<file path="config.mk">
export PLATFORM = sky130hd
export DESIGN_NAME = lsp_top
export DESIGN_NICKNAME = d
export VERILOG_FILES = /design/src/lsp_pkg.sv /design/src/lsp_top.sv /design/src/lsp_pwm.sv
export SDC_FILE = /design/constraint.sdc
export NUM_CORES = 1
export LEC_CHECK = 0
export ABC_CLOCK_PERIOD_IN_PS = 5400
export BUFFER_PORTS_ARGS = -buffer_cell sky130_fd_sc_hd__buf_2
export CAP_MARGIN = 40
export CORE_MARGIN = 5
export CORE_UTILIZATION = 50
export CTS_CLUSTER_SIZE = 30
export DETAILED_ROUTE_END_ITERATION = 10
export PLACE_DENSITY = 0.79
export SYNTH_ARGS = -nofsm -noshare
export SYNTH_HDL_FRONTEND = slang
export SYNTH_SLANG_ARGS = --single-unit
export TNS_END_PERCENT = 50
</file>
<file path="constraint.sdc">
create_clock -name ref_clk -period 5.4 [get_ports ref_clk]
set_input_delay 1.08 -clock ref_clk [delete_from_list [all_inputs] [get_ports ref_clk]]
set_output_delay 1.08 -clock ref_clk [all_outputs]
set_load 0.005 [all_outputs]
</file>
<file path="src/lsp_pkg.sv">
// Package of constants, types and states for the LED sink dimming block.
package lsp_pkg;
    localparam int NUM_CH = 12;
    localparam logic [7:0] IDX_CFG = 8'h00;
    localparam logic [7:0] IDX_GCC = 8'h01;
    localparam logic [7:0] IDX_SCALE_LO = 8'h02;
    localparam logic [7:0] IDX_SCALE_HI = 8'h0D;
    localparam logic [7:0] IDX_DUTY_LO = 8'h0E;
    localparam logic [7:0] IDX_DUTY_HI = 8'h25;
    localparam logic [7:0] IDX_DUTY_END = 8'h55;
    localparam logic [7:0] IDX_FDC = 8'h61;
    localparam logic [7:0] IDX_OPEN_LO = 8'h62;
    localparam logic [7:0] IDX_OPEN_HI = 8'h63;
    localparam logic [7:0] IDX_SHORT_LO = 8'h68;
    localparam logic [7:0] IDX_SHORT_HI = 8'h69;
    localparam logic [7:0] IDX_SPREAD = 8'h6E;
    localparam logic [7:0] IDX_SWRST = 8'h7F;
    localparam logic [7:0] CFG_RST = 8'h32;
    localparam logic [7:0] CFG_WMASK = 8'h47;
    localparam logic [7:0] ZERO_RST = 8'h00;
    localparam logic [7:0] DUTY_HI_MASK = 8'h0F;
    localparam int CFG_RUN = 0;
    localparam int CFG_STAGGER = 1;
    localparam int CFG_AMPOFF = 2;
    localparam int CFG_RES8 = 6;
    localparam int FDC_OPEN = 0;
    localparam int FDC_SHORT = 1;
    localparam int FDC_MDT_LSB = 2;
    localparam int FDC_FREQ_LSB = 4;
    localparam int FDC_LOWCUR = 7;
    localparam logic [4:0] SLAVE_HI = 5'h11;
    localparam int CLK_HZ = 100_000_000;
    localparam int BASE_FREQ_HZ = 64_000;
    localparam int STEPS8 = 256;
    localparam logic [9:0] STEP_DIV_CYC = 10'(CLK_HZ / (BASE_FREQ_HZ * STEPS8));
    localparam logic [11:0] TOP8 = 12'h0FF;
    localparam logic [11:0] TOP12 = 12'hFFF;
    localparam logic [11:0] HALF8 = 12'h080;
    localparam logic [11:0] HALF12 = 12'h800;
    localparam logic [2:0] FREQ12_KNEE = 3'h4;

    typedef enum logic [8:0] {
        ST_IDLE = 9'h001,
        ST_ADDR = 9'h002,
        ST_ACK_A = 9'h004,
        ST_REG = 9'h008,
        ST_ACK_R = 9'h010,
        ST_WDAT = 9'h020,
        ST_ACK_W = 9'h040,
        ST_RDAT = 9'h080,
        ST_RACK = 9'h100
    } lsp_state_t;

    typedef struct packed {
        logic run;
        logic stagger;
        logic res8;
        logic [2:0] freq;
    } lsp_pwm_cfg_t;
endpackage

</file>
<file path="src/lsp_top.sv">
// Two-wire register slave, register bank and sink control for twelve LEDs.
`timescale 1ns/1ns
module lsp_top (
    input wire logic ref_clk,
    input wire logic rst,
    input wire logic scl_in,
    input wire logic sda_in,
    output logic sda_out,
    output logic sda_oe,
    input wire logic [1:0] addr_sel,
    input wire logic [lsp_pkg::NUM_CH-1:0] open_flags,
    input wire logic [lsp_pkg::NUM_CH-1:0] short_flags,
    output logic [lsp_pkg::NUM_CH-1:0] sink_on,
    output logic amp_enable,
    output logic [7:0] global_current_code,
    output logic [lsp_pkg::NUM_CH-1:0][7:0] channel_scale,
    output logic low_current_divide,
    output logic open_check_enable,
    output logic short_check_enable,
    output logic [1:0] detect_min_duty,
    output logic [7:0] spread_control
);
    import lsp_pkg::*;

    localparam int SW = 2 * NUM_CH + 4;

    logic [SW-1:0] s1_q;
    logic [SW-1:0] s2_q;
    logic scl;
    logic sda;
    logic scl_p_q;
    logic sda_p_q;
    logic scl_rise;
    logic scl_fall;
    logic start_c;
    logic stop_c;
    logic [1:0] strap_q;
    logic strap_ok_q;
    logic [NUM_CH-1:0] open_s;
    logic [NUM_CH-1:0] short_s;

    lsp_state_t st_q;
    lsp_state_t st_d;
    logic [3:0] cnt_q;
    logic [3:0] cnt_d;
    logic [7:0] shreg_q;
    logic [7:0] shreg_d;
    logic [7:0] ptr_q;
    logic [7:0] ptr_d;
    logic rw_q;
    logic rw_d;
    logic sda_oe_q;
    logic sda_oe_d;
    logic sda_out_q;
    logic done;
    logic addr_hit;
    logic wr_en;
    logic soft_rst;
    logic [7:0] rd_data;

    logic [7:0] cfg_q;
    logic [7:0] gcc_q;
    logic [7:0] fdc_q;
    logic [7:0] spread_q;
    logic [7:0] scale_q [NUM_CH];
    logic [7:0] duty_q [2*NUM_CH];
    logic amp_q;
    logic [1:0] mdt_q;
    logic [NUM_CH-1:0][11:0] duty_w;
    lsp_pwm_cfg_t pcfg;

    function automatic logic in_range(input logic [7:0] idx, input logic [7:0] lo,
                                      input logic [7:0] hi);
        return (idx >= lo) && (idx <= hi);
    endfunction

    // Result registers show the live detector levels; nothing writes them.
    function automatic logic [7:0] rd_byte(input logic [7:0] idx);
        logic [7:0] r;
        r = 8'h00;
        if (idx == IDX_CFG) begin
            r = cfg_q;
        end
        if (idx == IDX_GCC) begin
            r = gcc_q;
        end
        if (in_range(idx, IDX_SCALE_LO, IDX_SCALE_HI)) begin
            r = scale_q[4'(idx - IDX_SCALE_LO)];
        end
        if (idx == IDX_FDC) begin
            r = fdc_q;
        end
        if (idx == IDX_OPEN_LO) begin
            r = {2'h0, open_s[5:0]};
        end
        if (idx == IDX_OPEN_HI) begin
            r = {2'h0, open_s[11:6]};
        end
        if (idx == IDX_SHORT_LO) begin
            r = {2'h0, short_s[5:0]};
        end
        if (idx == IDX_SHORT_HI) begin
            r = {2'h0, short_s[11:6]};
        end
        if (idx == IDX_SPREAD) begin
            r = spread_q;
        end
        return r;
    endfunction

    ////////////////////////////////////////////////////////////////////////
    // Pin synchronisers; only the second stage is looked at.
    // They are kept out of reset so the strap is already in the chain when reset lifts.
    always_ff @(posedge ref_clk) begin
        s1_q <= {scl_in, sda_in, addr_sel, open_flags, short_flags};
        s2_q <= s1_q;
    end

    assign scl = s2_q[SW-1];
    assign sda = s2_q[SW-2];
    assign open_s = s2_q[2*NUM_CH-1:NUM_CH];
    assign short_s = s2_q[NUM_CH-1:0];
    assign scl_rise = scl && !scl_p_q;
    assign scl_fall = !scl && scl_p_q;
    assign start_c = scl && scl_p_q && sda_p_q && !sda;
    assign stop_c = scl && scl_p_q && !sda_p_q && sda;

    // The strap is caught once after release and then held.
    always_ff @(posedge ref_clk) begin
        if (rst) begin
            scl_p_q <= 1'b1;
            sda_p_q <= 1'b1;
            strap_q <= 2'h0;
            strap_ok_q <= 1'b0;
            sda_out_q <= 1'b0;
        end else begin
            scl_p_q <= scl;
            sda_p_q <= sda;
            sda_out_q <= 1'b0;
            if (!strap_ok_q) begin
                strap_q <= s2_q[SW-3:SW-4];
                strap_ok_q <= 1'b1;
            end
        end
    end

    ////////////////////////////////////////////////////////////////////////
    assign done = cnt_q == 4'h8;
    assign addr_hit = shreg_q[7:1] == {SLAVE_HI, strap_q};
    assign wr_en = (st_q == ST_WDAT) && scl_fall && done;
    assign soft_rst = wr_en && (ptr_q == IDX_SWRST);
    // A process, not an assign, so a change of any register also refreshes the read byte.
    always_comb begin
        rd_data = rd_byte(ptr_q);
    end

    // Bits are taken on the rising clock edge, SDA is changed after the fall.
    always_comb begin
        st_d = st_q;
        cnt_d = cnt_q;
        shreg_d = shreg_q;
        ptr_d = ptr_q;
        rw_d = rw_q;
        sda_oe_d = sda_oe_q;
        if (stop_c) begin
            st_d = ST_IDLE;
            sda_oe_d = 1'b0;
        end else if (start_c) begin
            st_d = ST_ADDR;
            cnt_d = 4'h0;
            sda_oe_d = 1'b0;
        end else if (scl_rise) begin
            case (st_q)
                ST_ADDR, ST_REG, ST_WDAT: begin
                    shreg_d = {shreg_q[6:0], sda};
                    cnt_d = cnt_q + 4'h1;
                end
                ST_RACK: begin
                    if (sda) begin
                        st_d = ST_IDLE;
                    end else begin
                        ptr_d = ptr_q + 8'h01;
                    end
                end
                default: begin
                end
            endcase
        end else if (scl_fall) begin
            case (st_q)
                ST_ADDR: begin
                    if (done && addr_hit) begin
                        st_d = ST_ACK_A;
                        sda_oe_d = 1'b1;
                        rw_d = shreg_q[0];
                    end else if (done) begin
                        st_d = ST_IDLE;
                    end
                end
                ST_ACK_A: begin
                    cnt_d = 4'h0;
                    if (rw_q) begin
                        st_d = ST_RDAT;
                        shreg_d = rd_data;
                        sda_oe_d = !rd_data[7];
                    end else begin
                        st_d = ST_REG;
                        sda_oe_d = 1'b0;
                    end
                end
                ST_REG: begin
                    if (done) begin
                        st_d = ST_ACK_R;
                        sda_oe_d = 1'b1;
                        ptr_d = shreg_q;
                    end
                end
                ST_ACK_R, ST_ACK_W: begin
                    st_d = ST_WDAT;
                    sda_oe_d = 1'b0;
                    cnt_d = 4'h0;
                end
                ST_WDAT: begin
                    if (done) begin
                        st_d = ST_ACK_W;
                        sda_oe_d = 1'b1;
                        ptr_d = ptr_q + 8'h01;
                    end
                end
                ST_RDAT: begin
                    if (cnt_q == 4'h7) begin
                        st_d = ST_RACK;
                        sda_oe_d = 1'b0;
                    end else begin
                        cnt_d = cnt_q + 4'h1;
                        shreg_d = {shreg_q[6:0], 1'b0};
                        sda_oe_d = !shreg_q[6];
                    end
                end
                ST_RACK: begin
                    st_d = ST_RDAT;
                    shreg_d = rd_data;
                    sda_oe_d = !rd_data[7];
                    cnt_d = 4'h0;
                end
                default: begin
                    st_d = ST_IDLE;
                end
            endcase
        end
    end

    always_ff @(posedge ref_clk) begin
        if (rst) begin
            st_q <= ST_IDLE;
            cnt_q <= 4'h0;
            shreg_q <= 8'h00;
            ptr_q <= 8'h00;
            rw_q <= 1'b0;
            sda_oe_q <= 1'b0;
        end else begin
            st_q <= st_d;
            cnt_q <= cnt_d;
            shreg_q <= shreg_d;
            ptr_q <= ptr_d;
            rw_q <= rw_d;
            sda_oe_q <= sda_oe_d;
        end
    end

    ////////////////////////////////////////////////////////////////////////
    // Register bank. Indices 26h to 55h accept a write and keep nothing.
    always_ff @(posedge ref_clk) begin
        if (rst || soft_rst) begin
            cfg_q <= CFG_RST;
            gcc_q <= ZERO_RST;
            fdc_q <= ZERO_RST;
            spread_q <= ZERO_RST;
            for (int i = 0; i < NUM_CH; i++) begin
                scale_q[i] <= ZERO_RST;
            end
            for (int i = 0; i < 2 * NUM_CH; i++) begin
                duty_q[i] <= ZERO_RST;
            end
        end else if (wr_en) begin
            if (ptr_q == IDX_CFG) begin
                cfg_q <= (shreg_q & CFG_WMASK) | (CFG_RST & ~CFG_WMASK);
            end
            if (ptr_q == IDX_GCC) begin
                gcc_q <= shreg_q;
            end
            if (ptr_q == IDX_FDC) begin
                fdc_q <= shreg_q;
            end
            if (ptr_q == IDX_SPREAD) begin
                spread_q <= shreg_q;
            end
            for (int i = 0; i < NUM_CH; i++) begin
                if (ptr_q == IDX_SCALE_LO + 8'(i)) begin
                    scale_q[i] <= shreg_q;
                end
            end
            for (int i = 0; i < 2 * NUM_CH; i++) begin
                if (ptr_q == IDX_DUTY_LO + 8'(i)) begin
                    duty_q[i] <= i[0] ? (shreg_q & DUTY_HI_MASK) : shreg_q;
                end
            end
        end
    end

    always_comb begin
        for (int i = 0; i < NUM_CH; i++) begin
            duty_w[i] = {duty_q[2*i+1][3:0], duty_q[2*i]};
            channel_scale[i] = scale_q[i];
        end
    end

    assign pcfg = {cfg_q[CFG_RUN], cfg_q[CFG_STAGGER], cfg_q[CFG_RES8],
                   fdc_q[FDC_FREQ_LSB +: 3]};

    lsp_pwm u_pwm (
        .ref_clk(ref_clk),
        .rst(rst),
        .cfg(pcfg),
        .duty(duty_w),
        .sink_on(sink_on)
    );

    // The 12 percent detect floor only exists in 8-bit mode; 12-bit falls to 6.
    always_ff @(posedge ref_clk) begin
        if (rst) begin
            amp_q <= 1'b0;
            mdt_q <= 2'h0;
        end else begin
            amp_q <= cfg_q[CFG_RUN] && !(cfg_q[CFG_AMPOFF] && (sink_on == '0));
            mdt_q <= (fdc_q[FDC_MDT_LSB+1] && !cfg_q[CFG_RES8]) ?
                2'h0 : fdc_q[FDC_MDT_LSB +: 2];
        end
    end

    assign sda_out = sda_out_q;
    assign sda_oe = sda_oe_q;
    assign amp_enable = amp_q;
    assign global_current_code = gcc_q;
    assign low_current_divide = fdc_q[FDC_LOWCUR];
    assign open_check_enable = fdc_q[FDC_OPEN];
    assign short_check_enable = fdc_q[FDC_SHORT];
    assign detect_min_duty = mdt_q;
    assign spread_control = spread_q;
endmodule

</file>
<file path="src/lsp_pwm.sv">
// Period counter and duty comparators for the twelve sink enables.
`timescale 1ns/1ns
module lsp_pwm (
    input wire logic ref_clk,
    input wire logic rst,
    input wire lsp_pkg::lsp_pwm_cfg_t cfg,
    input wire logic [lsp_pkg::NUM_CH-1:0][11:0] duty,
    output logic [lsp_pkg::NUM_CH-1:0] sink_on
);
    import lsp_pkg::*;

    logic [9:0] div_q;
    logic [11:0] pos_q;
    logic [NUM_CH-1:0][11:0] lat_q;
    logic [NUM_CH-1:0][11:0] lim_w;
    logic res8_q;
    logic stag_q;
    logic [NUM_CH-1:0] on_q;
    logic [2:0] shift_w;
    logic [9:0] div_top;
    logic [11:0] top_w;
    logic [11:0] half_w;
    logic step;
    logic wrap;

    // Codes above the knee slow both modes; below it 12-bit stays at 4 kHz.
    assign shift_w = cfg.res8 ? cfg.freq :
        ((cfg.freq > FREQ12_KNEE) ? cfg.freq - FREQ12_KNEE : 3'h0);
    assign div_top = (STEP_DIV_CYC << shift_w) - 10'h001;
    assign step = div_q >= div_top;
    assign top_w = res8_q ? TOP8 : TOP12;
    assign half_w = res8_q ? HALF8 : HALF12;
    assign wrap = step && (pos_q >= top_w);
    assign sink_on = on_q;

    always_comb begin
        for (int i = 0; i < NUM_CH; i++) begin
            lim_w[i] = res8_q ? {4'h0, lat_q[i][7:0]} : lat_q[i];
        end
    end

    ////////////////////////////////////////////////////////////////////////
    // Parked at the top while stopped, so the first step after run latches.
    always_ff @(posedge ref_clk) begin
        if (rst || !cfg.run) begin
            div_q <= 10'h000;
            pos_q <= TOP12;
            lat_q <= '0;
            res8_q <= 1'b0;
            stag_q <= 1'b0;
        end else if (step) begin
            div_q <= 10'h000;
            if (wrap) begin
                pos_q <= 12'h000;
                lat_q <= duty;
                res8_q <= cfg.res8;
                stag_q <= cfg.stagger;
            end else begin
                pos_q <= pos_q + 12'h001;
            end
        end else begin
            div_q <= div_q + 10'h001;
        end
    end

    // Even-numbered outputs see the count shifted by half a period.
    always_ff @(posedge ref_clk) begin
        for (int i = 0; i < NUM_CH; i++) begin
            if (rst || !cfg.run) begin
                on_q[i] <= 1'b0;
            end else if (stag_q && i[0]) begin
                on_q[i] <= (pos_q ^ half_w) < lim_w[i];
            end else begin
                on_q[i] <= pos_q < lim_w[i];
            end
        end
    end
endmodule

</file>
== Yosys cells after proc, flatten, opt, wreduce, memory -nomap -nowiden ==
Memories as Yosys holds them, arrays and structs flattened. A register that Yosys moved wholly into a read port is not among the register bits.
Index checks and enable logic that the tools add are counted.
Word-level totals
  flip-flop bits (word level): 159
  latch bits: 0
  RAM bits: 288
  ROM bits: 0
  input bits: 30
  output and inout bits: 132
  word-level logic and storage cells: 478
  memories: 2
Cells by class
  $add $sub $neg: 7
  $mul: 0
  div/mod/pow operators: 0
  order comparisons: 23
  eq/ne operators: 75
  shift-type cells: 1
  muxes and demuxes: 251
  bitwise logic cells: 40
  reductions and logical operators: 55
Memories
  duty_q: words 24, bits a word 8, rd ports 24, clocked after memory_dff 24, wr ports 24, RTL line lsp_top.sv:66  | logic [7:0] duty_q [2*NUM_CH];
  scale_q: words 12, bits a word 8, rd ports 13, clocked after memory_dff 0, wr ports 12, RTL line lsp_top.sv:65  | logic [7:0] scale_q [NUM_CH];
Operators by type and width (number)
  $mux 8: 56
  $lt 12x12->1: 18
  $mux 12: 15
  $mux 1: 157
  $eq 8x5->1 const B: 16
  $mux 9: 9
  $eq 8x4->1 const B: 8
  $pmux 9 s7: 1
  $eq 8x7->1 const B: 7
  $eq 8x6->1 const B: 6
  $or 1x1->1: 36
  $eq 8x3->1 const B: 4
  $pmux 8 s3: 1
  $reduce_and 7->1: 3
  $mux 4: 5
  $ne 4x4->1 const B: 5
  $eq 8x2->1 const B: 2
  $logic_and 1x1->1: 16
  $pmux 8 s2: 1
  $ne 3x3->1 const B: 5
  $add 12x1->12 const B: 1
  $ge 12x12->1: 1
  $logic_not 12->1: 1
  $xor 12x12->12: 1
  other kinds (48): 77

== Depth between registers and ports, before layout ==
  depth after elaboration: 14
  mapped depth: 21
  gate-level depth less buffers: 17

== Cells and area by module ==
Synthesis repeated with hierarchy kept, for this count alone.
Unflattened totals
  cell total of the unflattened synthesis: 2589
  area, all modules: 25395.6 sq um
By module, submodules not included
  lsp_top: times used 1, cells each 1242, area each 14770.4 sq um, seq. area each 9669.3 sq um
  lsp_pwm: times used 1, cells each 1347, area each 10625.2 sq um, seq. area each 3603.5 sq um

== Worst setup path before layout ==
No wires, ideal clock.
  kind: flip-flop to flip-flop
  start point: reg cfg_q[6]
  end point: reg u_pwm.res8_q
  setup time: 0.070 ns
  arrival: 4.038 ns
  required time: 5.330 ns
  slack: 1.292 ns
  cell stages (with the launch flop): 21
  buffers on the path: 4
  period minus slack after synthesis: 4.108 ns
  cells stage by stage: dfxtp_1 clkbuf_1 o21ai_0 ha_1 nand2_1 ha_1 nor3b_1 o21ai_0 a21oi_1 xor2_1 o21ai_0 ha_1 o21a_1 o211ai_1 o31ai_1 and2_1 clkbuf_1 clkbuf_1 clkbuf_1 nand2_1 a21oi_1
Between the ends
  cells in the longest elaborated chain, start to end: 6
Ends and longest elaborated chain
  start: declaration: RTL line lsp_top.sv:61  | logic [7:0] cfg_q;
  start signal: assignment: RTL line lsp_top.sv:286  | cfg_q <= (shreg_q & CFG_WMASK) | (CFG_RST & ~CFG_WMASK);
  $mux 3: RTL line lsp_pwm.sv:27  | assign shift_w = cfg.res8 ? cfg.freq :
  $shl 3x3->10: RTL line lsp_pwm.sv:29  | assign div_top = (STEP_DIV_CYC << shift_w) - 10'h001;
  $sub 10x1->10: RTL line lsp_pwm.sv:29
  $ge 10x10->1: RTL line lsp_pwm.sv:30  | assign step = div_q >= div_top;
  $logic_and 1x1->1: RTL line lsp_pwm.sv:33  | assign wrap = step && (pos_q >= top_w);
  $reduce_and 2->1 (no source line)
  end signal: assignment: RTL line lsp_pwm.sv:56  | res8_q <= cfg.res8;
  end: declaration: RTL line lsp_pwm.sv:16  | logic res8_q;
Parallel ways exist; a longest one is shown, timed or not.
A chain may end at the register's enable or synchronous reset.

== Final worst setup path ==
  start point: reg cfg_q[6]
  end point: reg u_pwm.lat_q[116] in the netlist's numbering (read register of duty_q)
Between the ends
  cells in the longest elaborated chain, start to end: 6
Ends and longest elaborated chain
  $mux 3 *: RTL line lsp_pwm.sv:27
  $shl 3x3->10 *: RTL line lsp_pwm.sv:29
  $sub 10x1->10 *: RTL line lsp_pwm.sv:29
  $ge 10x10->1 *: RTL line lsp_pwm.sv:30
  $logic_and 1x1->1: RTL line lsp_pwm.sv:33
  $reduce_and 2->1 (no source line) *
  end: declaration: RTL line lsp_pwm.sv:14  | logic [NUM_CH-1:0][11:0] lat_q;
Every way passes the cells marked *; elsewhere a longest branch is shown, timed or not.

==> impl_results.md <==
- Seq pwr share: approximately half
- Clk pin slew, worst setup/hold paths: 0.06 ns
- Critical path origin: cfg_q[6]
- Post-route ant nets: 0
- H-Tree Depth: 2
- Number of distinct library cells after synthesis: approximately 80
- Largest area contributor in the netlist: edfxtp_1
- Total CTS buffers: 55
- Synth Instances: between 2000 and 3000
- Net switching power: 0.00190 W
- Max-Cap Viols: 0
- Antenna violations before repair: 2
- Clk buf depth: 3
- Max-slew violation count: 0
- RSZ-0062 raised after global routing: no
- Status: finished, final reports clean
- Mean Syn Cell Area: 9.78 sq um
- Number of synthesized register bits: 543
- CTS tree: done
- Uppermost routed layer: met5
- Clk Latency, worst-skew pair: approximately 0.64 ns
- DP Area: between 20000 and 30000 sq um
- Net count after synthesis: 2767
- Hold path startpoint: s1_q[6]
- GR Overflow Total: 0
- Nets: approximately 2900
- Dpl hpwl: roughly 50000 um
- Wire length on met2: between 30000 and 40000 um
- Pwr Density: 301 nW/um^2
- Final Non-Filler Cells: 3410
- GP Congestion: between 0.9 and 1
- LEAKAGE: approximately 10 nW
- Clock power frac: 45.4%
- Initial core utilization: around half
- Least-Margin Pin Slew: 1.01 ns
- Tot GR Track Use: 26.5%
- Final worst path period need: approximately 4.6 ns
- Global-route wire length before repair: between 100000 and 150000 um
- Root Driver: clkbuf_16
- Switching Share: 22.1%
- HP Class: flip-flop to flip-flop
- Tcrit/Tclk final: 85.4%
- Number of gates resized after CTS: 0
- Largest cells by area after synthesis: edfxtp_1 (29%), dfxtp_1 (24%), ha_1 (8.7%)
- Final TNS setup: 0 ns
- Share of the synthesized area in the top cell type: 28.7%
- Wire length on met1: 27300 um
- DP Cell Count: ~3300
- WL final: around 74000 um
- Via Count: between 20000 and 25000
- Port bufs: 160
- Worst reg2reg startpoint: cfg_q[6]
- Layout Area Growth over Synthesis: 14.0%
- F_max: around 220 MHz
- Vias in the first global route: 20200
- Maximum VDD drop: approximately 260 uV
- Comb pwr share: 2.8%
- Most frequent cells in the layout: nand2_1 (426), dfxtp_1 (302), nor2_1 (289), edfxtp_1 (240), a21oi_1 (209)
- Post-synth ARST share: 0%
- CP max FO: just under 70
- DR vias/cell: between 5 and 6
- Initial DRC count: about 2400
- Core area: 49900 sq um
- Layout cell share with drive strength beyond 1: ~13%
- Drt pass-1 iters: 6
- Setup violations, final: 0
- WS Path Type: flip-flop to flip-flop
- Cts hold-fix bufs: 0
- Final Hold Viols: 0
- Drc violations: 0
- Syn. warnings: 0
- WP data arrival: about 5.2 ns
- Internal Pwr Total: 0.00671 W
- Worst Setup Start Kind: flip-flop
- Top FF cell, synth: dfxtp_1
- Die Y: 234 um
- Per-cell routed wire length: approximately 22 um
- Worst-case clock skew: around 0.038 ns
- Met3 Routed Length: roughly 7300 um
- Setup bufs post-CTS: 0
- Finished Cell Area: about 29000 sq um
- DIE WIDTH: about 230 um
- IO Pins: 162
- Commonest non-fill, non-tap cell in the layout: nand2_1
- DIE AREA: ~55000 sq um
- Number of flops mapped to enable cells by yosys: 240
- Nature of the critical path endpoint: flip-flop
- Sequential element share of the synthesized area: a little over half
- Rel. slew slack: a little under a third
- Netlist Area Pre-Place: about 25000 sq um
- Critical path required time: between 5 and 6 ns
- Std cell rows: ~80
- CTS Sinks: approximately 540
- Largest net degree at the start of global routing: 70
-- synth_stat cells (28+ instances only) --
master    instances
nand2_1         428
nand3_1          55
nand2b_1         79
nor3_1           28
nor2_1          289
a21oi_1         209
ha_1            174
mux2i_1          38
o21ai_0          76
edfxtp_1        240
clkbuf_1        122
inv_1           120
dfxtp_1         303
a21o_1           36
-- power groups by stage --
stage                     Sequential [W]  Combinational, W  Clock (W)
after floorplan                  0.00452          0.000121          0
after global placement           0.00454          0.000225          0
after detailed placement         0.00455          0.000232          0
after CTS                        0.00446          0.000234    0.00394
after global routing             0.00447          0.000253    0.00410
final                            0.00446          0.000237    0.00391
-- critical path: stages, from the launching register on --
cell	delay (ns)
dfxtp_1	0.44
o21ai_0	0.47
ha_1	0.33
nand2_1	0.11
ha_1	0.23
nor3b_1	0.14
o21ai_0	0.25
a21oi_1	0.13
xor2_1	0.14
o21ai_0	0.11
ha_1	0.33
o21a_1	0.13
o211ai_1	0.09
o31ai_1	0.27
buf_4	0.20
and2_4	0.49
buf_12	0.35
nand2_1	0.11
a21oi_1	0.17
-- layer usage --
| layer | GRT usage [%] | vias to the layer above |
|---|---|---|
| met5 | 0 | - |
| met4 | 14.4 | 2 |
| met2 | 43.6 | 1127 |
| met3 | 5.85 | 289 |
| li1 | - | 9256 |
| met1 | 32.5 | 9681 |
-- stage by stage --
step | util [%] | total power, W | hold WS, ns | worst slack [ns]
2_1_floorplan | - | 0.00464 | 0.310 | 1.29
3_3_place_gp | 53.3 | 0.00477 | 0.312 | 1.18
3_5_place_dp | 53.6 | 0.00478 | 0.312 | 0.922
4_1_cts | 57.3 | 0.00863 | 0.325 | 0.878
5_1_grt | 57.3 | 0.00882 | 0.327 | 0.439
6_report | 57.3 | 0.00861 | 0.320 | 0.788
-- final timing paths --
kind                            slack, ns               end  cells after the start
worst max-delay path                 0.79  u_pwm.lat_q[116]                     18
worst min-delay path                 0.32           s2_q[6]                      0
worst max register to register       0.79  u_pwm.lat_q[116]                     18
worst min register to register       0.32           s2_q[6]                      0
-- cells by family (layout without fill, tap and decap cells) --
| group | count (synthesis) | count (layout) | synth area share (%) |
|---|---|---|---|
| simple gates | 1009 | 1009 | 18.0 |
| xor+xnor | 24 | 24 | 0.839 |
| buf+inv | 266 | 440 | 4.09 |
| flops | 543 | 543 | 52.9 |
| mux | 61 | 61 | 3.49 |
| other cells | 1 | 2 | 0.0150 |
| compound gates | 485 | 485 | 11.9 |
| fa+ha+maj | 174 | 174 | 8.68 |
-- registers in the layout, indices dropped and copies added, names as in the netlist, 2 cells and up --
| name | flops |
|---|---|
| cfg_q | 4 |
| cnt_q | 4 |
| detect_min_duty | 2 |
| duty_q | 144 |
| fdc_q | 8 |
| global_current_code | 8 |
| ptr_q | 8 |
| s1_q | 28 |
| s2_q | 28 |
| scale_q | 96 |
| shreg_q | 8 |
| spread_control | 8 |
| st_q | 9 |
| strap_q | 2 |
| u_pwm.div_q | 10 |
| u_pwm.lat_q | 144 |
| u_pwm.pos_q | 12 |
| u_pwm.sink_on | 12 |
-- final cells by class --
type | count | area (sq um)
inverter | 120 | 450
sequential | 543 | 13300
antenna | 1 | 2.50
tap | 672 | 841
multi-input combinational | 1754 | 10800
timing repair buffer | 217 | 1350
clock buffer | 66 | 1460
clock inverter | 37 | 385
fill | 4135 | 21300
Power figures use the tool's default switching activity.
